--- src/pchb_map.svh ---
`ifndef PCHB_MAP_SVH
`define PCHB_MAP_SVH

// ----------------------------------------------------------------------------
// Configuration offsets (byte addresses, dword aligned for decode)
// ----------------------------------------------------------------------------
`define PCHB_OFS_LATENCY      8'h0d
`define PCHB_OFS_HEADER       8'h0e
`define PCHB_OFS_SELFTEST     8'h0f
`define PCHB_OFS_DW_MISC      8'h0c
`define PCHB_OFS_SCW_BASE     8'h10
`define PCHB_OFS_CSW_BASE     8'h14

// ----------------------------------------------------------------------------
// Constant register values
// ----------------------------------------------------------------------------
`define PCHB_LATENCY_VAL      8'h00
`define PCHB_HEADER_VAL       8'h00
`define PCHB_SELFTEST_VAL     8'h00
`define PCHB_BASE_RST         32'h00000000

// ----------------------------------------------------------------------------
// Window base field layout
// ----------------------------------------------------------------------------
`define PCHB_SCW_MASK         32'hfffff000
`define PCHB_CSW_MASK         32'hffff8000
`define PCHB_SCW_LSB          12
`define PCHB_CSW_LSB          15

`endif

--- src/pchb_pkg.sv ---
package pchb_pkg;

    typedef struct packed {
        logic        rd;
        logic        wr;
        logic [7:0]  addr;
        logic [3:0]  byteEn;
        logic [31:0] wdata;
    } pchb_cfg_req_t;

    typedef struct packed {
        logic        valid;
        logic        spaceEnable;
        logic [31:0] addr;
    } pchb_mem_req_t;

endpackage

--- src/pchb_config_bars.sv ---
`timescale 1ns/100ps
`include "pchb_map.svh"

module pchb_config_bars
    import pchb_pkg::*;
(
    input  wire logic          clk,
    input  wire logic          reset_n,
    input  wire pchb_cfg_req_t cfgReq,
    output logic [31:0]        cfgRdata,
    output logic               cfgRdValid,
    input  wire pchb_mem_req_t memReq,
    output logic               hitStatusCtrl,
    output logic               hitControlSpace
);

    // ------------------------------------------------------------------------
    // Helpers
    // ------------------------------------------------------------------------
    function automatic logic [31:0] laneMerge(input logic [31:0] oldVal,
                                              input logic [31:0] newVal,
                                              input logic [3:0]  be,
                                              input logic [31:0] mask);
        logic [31:0] res;
        res = oldVal;
        for (int i = 0; i < 4; i++) begin
            if (be[i]) begin
                res[i*8 +: 8] = newVal[i*8 +: 8];
            end
        end
        return res & mask;
    endfunction

    function automatic logic dwSel(input logic [7:0] addr, input logic [7:0] ofs);
        return addr[7:2] == ofs[7:2];
    endfunction

    // ------------------------------------------------------------------------
    // Window base registers
    // ------------------------------------------------------------------------
    logic [31:0] scwBase_r;
    logic [31:0] cswBase_r;

    // The mask keeps the fixed low bits at zero in the flop itself, so no
    // read path can ever expose a written low bit.
    always_ff @(posedge clk) begin
        if (!reset_n) begin
            scwBase_r <= `PCHB_BASE_RST;
        end else if (cfgReq.wr && dwSel(cfgReq.addr, `PCHB_OFS_SCW_BASE)) begin
            scwBase_r <= laneMerge(scwBase_r, cfgReq.wdata, cfgReq.byteEn, `PCHB_SCW_MASK);
        end
    end

    always_ff @(posedge clk) begin
        if (!reset_n) begin
            cswBase_r <= `PCHB_BASE_RST;
        end else if (cfgReq.wr && dwSel(cfgReq.addr, `PCHB_OFS_CSW_BASE)) begin
            cswBase_r <= laneMerge(cswBase_r, cfgReq.wdata, cfgReq.byteEn, `PCHB_CSW_MASK);
        end
    end

    // ------------------------------------------------------------------------
    // Configuration read path
    // ------------------------------------------------------------------------
    logic [31:0] rdData_nxt;

    always_comb begin
        rdData_nxt = 32'h00000000;
        if (dwSel(cfgReq.addr, `PCHB_OFS_DW_MISC)) begin
            // Byte 0 belongs to a neighbouring register and reads zero here.
            rdData_nxt = {`PCHB_SELFTEST_VAL,
                          `PCHB_HEADER_VAL,
                          `PCHB_LATENCY_VAL,
                          8'h00};
        end else if (dwSel(cfgReq.addr, `PCHB_OFS_SCW_BASE)) begin
            rdData_nxt = scwBase_r;
        end else if (dwSel(cfgReq.addr, `PCHB_OFS_CSW_BASE)) begin
            rdData_nxt = cswBase_r;
        end
    end

    always_ff @(posedge clk) begin
        if (!reset_n) begin
            cfgRdata   <= 32'h00000000;
            cfgRdValid <= 1'b0;
        end else begin
            cfgRdValid <= cfgReq.rd;
            if (cfgReq.rd) begin
                cfgRdata <= rdData_nxt;
            end
        end
    end

    // ------------------------------------------------------------------------
    // Memory window decode
    // ------------------------------------------------------------------------
    logic scwMatch;
    logic cswMatch;

    assign scwMatch = (memReq.addr & `PCHB_SCW_MASK) == scwBase_r;
    assign cswMatch = (memReq.addr & `PCHB_CSW_MASK) == cswBase_r;

    always_ff @(posedge clk) begin
        if (!reset_n) begin
            hitStatusCtrl   <= 1'b0;
            hitControlSpace <= 1'b0;
        end else begin
            hitStatusCtrl   <= memReq.valid && memReq.spaceEnable && scwMatch;
            hitControlSpace <= memReq.valid && memReq.spaceEnable && cswMatch;
        end
    end

    // ------------------------------------------------------------------------
    // Assertions
    // ------------------------------------------------------------------------
    AST_MISC_DW_ZERO: assert property (
        @(posedge clk) disable iff (!reset_n)
        (cfgReq.rd && dwSel(cfgReq.addr, `PCHB_OFS_DW_MISC)) |=> (cfgRdValid && cfgRdata == 32'h0))
        else $error("Constant dword did not read as zero.");

    AST_HEADER_ZERO: assert property (
        @(posedge clk) disable iff (!reset_n)
        (cfgReq.rd && dwSel(cfgReq.addr, `PCHB_OFS_HEADER)) |=> cfgRdata[23:16] == 8'h00)
        else $error("Header type byte not zero.");

    AST_SELFTEST_ZERO: assert property (
        @(posedge clk) disable iff (!reset_n)
        (cfgReq.rd && dwSel(cfgReq.addr, `PCHB_OFS_SELFTEST)) ##1 1'b1 |-> cfgRdata[31:24] == 8'h00)
        else $error("Self-test byte not zero.");

    AST_SCW_STORE: assert property (
        @(posedge clk) disable iff (!reset_n)
        (cfgReq.wr && dwSel(cfgReq.addr, `PCHB_OFS_SCW_BASE) && cfgReq.byteEn == 4'hf)
        |=> scwBase_r == ($past(cfgReq.wdata) & `PCHB_SCW_MASK))
        else $error("Status/control base write not stored.");

    AST_SCW_LOW_ZERO: assert property (
        @(posedge clk) disable iff (!reset_n)
        $past(cfgReq.rd && dwSel(cfgReq.addr, `PCHB_OFS_SCW_BASE)) |-> cfgRdata[11:0] == 12'h000)
        else $error("Status/control base low bits not zero.");

    AST_CSW_FIELDS: assert property (
        @(posedge clk) disable iff (!reset_n)
        (cfgReq.wr && dwSel(cfgReq.addr, `PCHB_OFS_CSW_BASE) && cfgReq.byteEn == 4'hf)
        ##1 !(cfgReq.wr && dwSel(cfgReq.addr, `PCHB_OFS_CSW_BASE))
        ##1 (cfgReq.rd && dwSel(cfgReq.addr, `PCHB_OFS_CSW_BASE))
        |=> cfgRdata == ($past(cfgReq.wdata, 3) & `PCHB_CSW_MASK))
        else $error("Control space base readback wrong.");

    AST_RESET_ZERO: assert property (
        @(posedge clk)
        !reset_n |=> (scwBase_r == 32'h0 && cswBase_r == 32'h0 && !hitStatusCtrl))
        else $error("Window bases not zero after reset.");

    AST_NO_HIT_DISABLED: assert property (
        @(posedge clk) disable iff (!reset_n)
        (memReq.valid && !memReq.spaceEnable) |=> !(hitStatusCtrl || hitControlSpace))
        else $error("Hit while memory space disabled.");

    AST_HIT_MATCH: assert property (
        @(posedge clk) disable iff (!reset_n)
        hitControlSpace |-> ($past(memReq.addr[31:15]) == $past(cswBase_r[31:15])
                             && $past(memReq.valid)))
        else $error("Control space hit without address match.");

    AST_HIT_TAKEN: assert property (
        @(posedge clk) disable iff (!reset_n)
        (memReq.valid && memReq.spaceEnable
         && memReq.addr[31:12] == scwBase_r[31:12]) |=> hitStatusCtrl)
        else $error("Status/control hit missed.");

    AST_LATENCY_ZERO: assert property (
        @(posedge clk) disable iff (!reset_n)
        (cfgReq.rd && dwSel(cfgReq.addr, `PCHB_OFS_LATENCY)) |=> cfgRdata[15:8] == 8'h00)
        else $error("Latency timer byte not zero.");

    AST_SCW_NOPREFETCH: assert property (
        @(posedge clk) disable iff (!reset_n)
        (cfgReq.rd && dwSel(cfgReq.addr, `PCHB_OFS_SCW_BASE)) |=> !cfgRdata[3])
        else $error("Status/control base reports prefetchable.");

    AST_SCW_TYPE32: assert property (
        @(posedge clk) disable iff (!reset_n)
        (cfgReq.rd && dwSel(cfgReq.addr, `PCHB_OFS_SCW_BASE)) |=> cfgRdata[2:1] == 2'h0)
        else $error("Status/control base type bits not zero.");

    AST_SCW_MEMSPACE: assert property (
        @(posedge clk) disable iff (!reset_n)
        (cfgReq.rd && dwSel(cfgReq.addr, `PCHB_OFS_SCW_BASE)) |=> !cfgRdata[0])
        else $error("Status/control base reports I/O space.");

    AST_CSW_LOW_ZERO: assert property (
        @(posedge clk) disable iff (!reset_n)
        (cfgReq.rd && dwSel(cfgReq.addr, `PCHB_OFS_CSW_BASE)) |=> cfgRdata[14:0] == 15'h0000)
        else $error("Control space base low bits not zero.");

    AST_CSW_STORE: assert property (
        @(posedge clk) disable iff (!reset_n)
        (cfgReq.wr && dwSel(cfgReq.addr, `PCHB_OFS_CSW_BASE) && cfgReq.byteEn == 4'hf)
        |=> cswBase_r == ($past(cfgReq.wdata) & `PCHB_CSW_MASK))
        else $error("Control space base write not stored.");

    AST_SCW_HIT_MATCH: assert property (
        @(posedge clk) disable iff (!reset_n)
        hitStatusCtrl |-> ($past(memReq.addr[31:12]) == $past(scwBase_r[31:12])
                           && $past(memReq.valid)))
        else $error("Status/control hit without address match.");

    AST_HIT_ENABLED: assert property (
        @(posedge clk) disable iff (!reset_n)
        (hitStatusCtrl || hitControlSpace) |-> $past(memReq.spaceEnable))
        else $error("Hit without memory space enable.");

    AST_RESET_OUTPUTS: assert property (
        @(posedge clk)
        !reset_n |=> (!cfgRdValid && cfgRdata == 32'h0 && !hitControlSpace))
        else $error("Outputs not cleared by reset.");

endmodule // pchb_config_bars

--- config.mk ---
export PLATFORM = sky130hd
export DESIGN_NAME = pchb_config_bars
export DESIGN_NICKNAME = d
export VERILOG_FILES = /design/src/pchb_pkg.sv /design/src/pchb_config_bars.sv
export VERILOG_INCLUDE_DIRS = /design/src
export SDC_FILE = /design/constraint.sdc
export NUM_CORES = 1
export LEC_CHECK = 0
export BUFFER_PORTS_ARGS = -buffer_cell sky130_fd_sc_hd__buf_2
export CAP_MARGIN = 20
export CORE_MARGIN = 4
export CORE_UTILIZATION = 44
export DETAILED_ROUTE_END_ITERATION = 8
export MAX_ROUTING_LAYER = met4
export PLACE_DENSITY = 0.76
export SETUP_SLACK_MARGIN = 0.2
export SYNTH_ARGS = -nofsm -noshare
export SYNTH_HDL_FRONTEND = slang
export SYNTH_SLANG_ARGS = --single-unit
--- constraint.sdc ---
create_clock -name clk -period 1.6 [get_ports clk]
set_clock_uncertainty 0.15 [all_clocks]
set_input_delay 0.16 -clock clk [delete_from_list [all_inputs] [get_ports clk]]
set_output_delay 0.16 -clock clk [all_outputs]
set_load 0.02 [all_outputs]
==> run summary <==
The flow ran to the end, and the final reports show no timing, DRC or antenna violations. The detail route stage leaves a number of antenna-violating nets equal to 0. The worst hold path was traced through 4 stages.

The finished layout holds 525 standard cells, fillers aside. The endpoint kind of the worst setup timing path is a flip-flop. The layout-stage area growth over the synthesis result is 35.0%. The die boundary height was 89.7 um; the final-layout setup total negative slack was 0 ns. The maximum count of clock buffers along a single path was 2. The top cell types in the final layout, fill and taps aside, are buf_2, dfxtp_1, nand2_1, a21boi_1, o21ai_1.

The clock tree synthesis step divided the H-tree into 3 levels. After global routing the overflow that remains totals 0. Across all register-to-register paths, the minimum setup slack is 0.16 ns. The top fanout value on the critical path was 3. The run gives 329 as the gate count after technology mapping. Clock insertion delay at the later pin of the skew report: 0.34 ns. The logs give 6420 um2 for the placeable core region and 0 for the DRC violation count after routing. The worst-case IR drop observed on VDD is 1020 uV. The final hold violation count was 0.

Across the run, the number of max-cap violations was 0. 117 I/O pins were placed. The logs give 7.94 mm for the final wirelength and 0.694 GHz for the maximum frequency from static timing analysis. The logs give 2657 for the number of global-route vias before repair and 28 for the pin count of the biggest net entering global routing.

In this run the static leakage power is 1.68 nW. For the final hold slack, the log shows 0.0271 ns. The run gives 2940 um2 as the post-synthesis cell area.

The net total in the final layout is 525. The tools report the count of endpoints failing setup in the final report as 0. Total global routing track utilization: 0.204.

The starting density of the core was 0.458; the max-slew violation total from the final report was 0. Yosys printed 0 warnings. The min-delay analysis places its worst path in the category input pin to flip-flop. After clock tree synthesis, the clock-pin slew on the worst setup and hold paths is 0.07 ns. The number of setup buffers added after CTS is 0.

The global-route wire length before repair is 12.7 mm, and the number of diodes added for antenna fixing is 0. In this run the core area contains 29 standard-cell rows. The final route contains 2673 vias. The initial antenna violation count was 0. The tools report the launch instance of the worst min-delay path as memReq[23].

The count of buffers added on input and output ports is 77. The most common flop cell mapped by yosys is dfxtp_1. A synthesized cell averages 8.93 um2.

The tools report the required time of the critical path as 1.70 ns. For hold timing, the worst endpoint is hitControlSpace. The smallest clock period supported by the final layout is computed as 1.44 ns. Setup repair after global routing could not meet its margin everywhere. The floorplan step set the die width to 89.7 um. The data arrival time of the critical path is 1.54 ns, and the number of enable flip-flop cells after synthesis is 0. The library cell used most frequently in the layout, excluding fill and tap cells, is buf_2.

The share of synthesized registers carrying an async set or reset was 0. The worst slew margin relative to its limit was 0.645. The tools report the placer's final routability congestion estimate as 0.909. Actual transition at the worst max-transition pin: 0.531 ns. For the share of synthesized area occupied by flip-flops and latches, the log shows 0.409. Detailed placement finished with a half-perimeter wire length of 5.69 mm. The first routing iteration left 160 violations. The worst reg-to-reg path cell count is 4. Category of the most critical setup path: flip-flop to flip-flop. Sort of element at the start of the critical path: a flip-flop. The worst register-to-register path ends at hitStatusCtrl. The ratio of cells with drive above 1 in the final layout was 0.281; the number of synthesized register bits was 60. For the total die area, the log shows 8050 um2. The CTS buffer count is 9, and the iteration count of the initial detailed-routing pass is 4. The total placed cells including tap cells came out at 485. In the routed layout, each cell is associated on average with a via count of 5.09.

The tools report the reg-to-reg startpoint as scwBase_r[23]. The final period utilization was 0.901. In this run the power density over the cells is 889 nW/um2. After synthesis, the netlist uses 33 different library cells.

TritonCTS built the clock tree. Dividing the detail-routed wire length by the instance count gives 15.1 um. The tools report the clock sink total as 60. The tools report the root buffer cell as clkbuf_8.
power breakdown:
group / switching [mW] / total (mW) / internal, mW
sequential: 0.00222 / 1.50 / 1.50
combinational: 0.179 / 0.343 / 0.163
clock: 0.612 / 1.69 / 1.08
total: 0.794 / 3.53 / 2.74
synthesized netlist by cell type, types with 2 or more instances:
cell type	count	area share
and2_1	2	0.0043
nor2_4	2	0.0077
nand4b_2	2	0.010
a21oi_1	3	0.0051
dfxtp_1	60	0.41
buf_4	13	0.033
a21boi_0	5	0.013
nand4_1	5	0.011
nand2_1	52	0.066
buf_2	4	0.0068
mux2i_1	18	0.061
nor2_8	2	0.014
clkbuf_1	9	0.011
nand3_1	4	0.0068
xnor2_1	17	0.051
a21boi_1	31	0.079
o21ai_0	32	0.054
nor4_1	7	0.015
nor2b_1	9	0.019
o21ai_1	20	0.034
xor2_1	20	0.060
worst max path at each step:
stage / startpoint / to / slack, ns
4_1_cts: scwBase_r[23] / hitStatusCtrl / 0.16
3_3_place_gp: cfgReq[43] / cswBase_r[22] / -0.04
6_report: scwBase_r[23] / hitStatusCtrl / 0.16
2_1_floorplan: cfgReq[43] / cswBase_r[29] / 0.14
3_5_place_dp: reset_n / cfgRdata[24] / -0.09
5_1_grt: scwBase_r[23] / hitStatusCtrl / 0.08
flip-flops by register name (all words and copies together) (netlist names):
name	flops
scwBase_r	20
cfgRdata	20
cswBase_r	17
hitStatusCtrl	1
cfgRdValid	1
hitControlSpace	1
critical path, cell delays in order, from the launching register on:
cell and delay (ns):
dfxtp_1 0.33, xor2_1 0.17, nor4_1 0.27, nand3_1 0.12, nor4_2 0.31
final cells by class:
class | count | area [um2]
fillers | 539 | 2450
multi-input cells | 251 | 1640
flip-flops and latches | 60 | 1200
repair buffers | 120 | 782
clock buffers | 10 | 138
clock inverters | 6 | 111
well taps | 77 | 96.3
inverters | 1 | 3.75
stage by stage:
| step | setup WS (ns) | utilization | instance area (um2) | total power [mW] |
|---|---|---|---|---|
| CTS | 0.163 | 0.615 | 3950 | 3.55 |
| finish | 0.158 | 0.618 | 3970 | 3.53 |
| global route | 0.0756 | 0.618 | 3970 | 3.64 |
| global placement | -0.0422 | 0.538 | 3450 | 1.82 |
| detailed placement | -0.0856 | 0.538 | 3450 | 1.82 |
| floorplan | 0.138 | - | 3010 | 1.71 |
what timing repair did:
| item | in CTS | in global routing |
|---|---|---|
| pin swaps | 5 | 1 |
| hold buffers | 23 | 0 |
| setup endpoints to repair | 2 | 2 |
| gates resized for setup | 3 | 1 |
| hold endpoints to repair | 38 | 0 |
routing by layer:
metal	up-vias	track usage	part of all wire
met5	-	-	0
met4	0	0.0664	0.018
met3	14	0.0735	0.082
met2	96	0.320	0.47
met1	1224	0.245	0.43
li1	1339	-	-
cells by family after synthesis:
logic type	synth area share
multiplexers	0.0613
flip-flops	0.409
XOR/XNOR	0.110
buffers and inverters	0.0583
AO/OA/AOI/OAI	0.188
other	0.00128
AND/OR/NAND/NOR	0.172
Power figures use the tool's default switching activity.
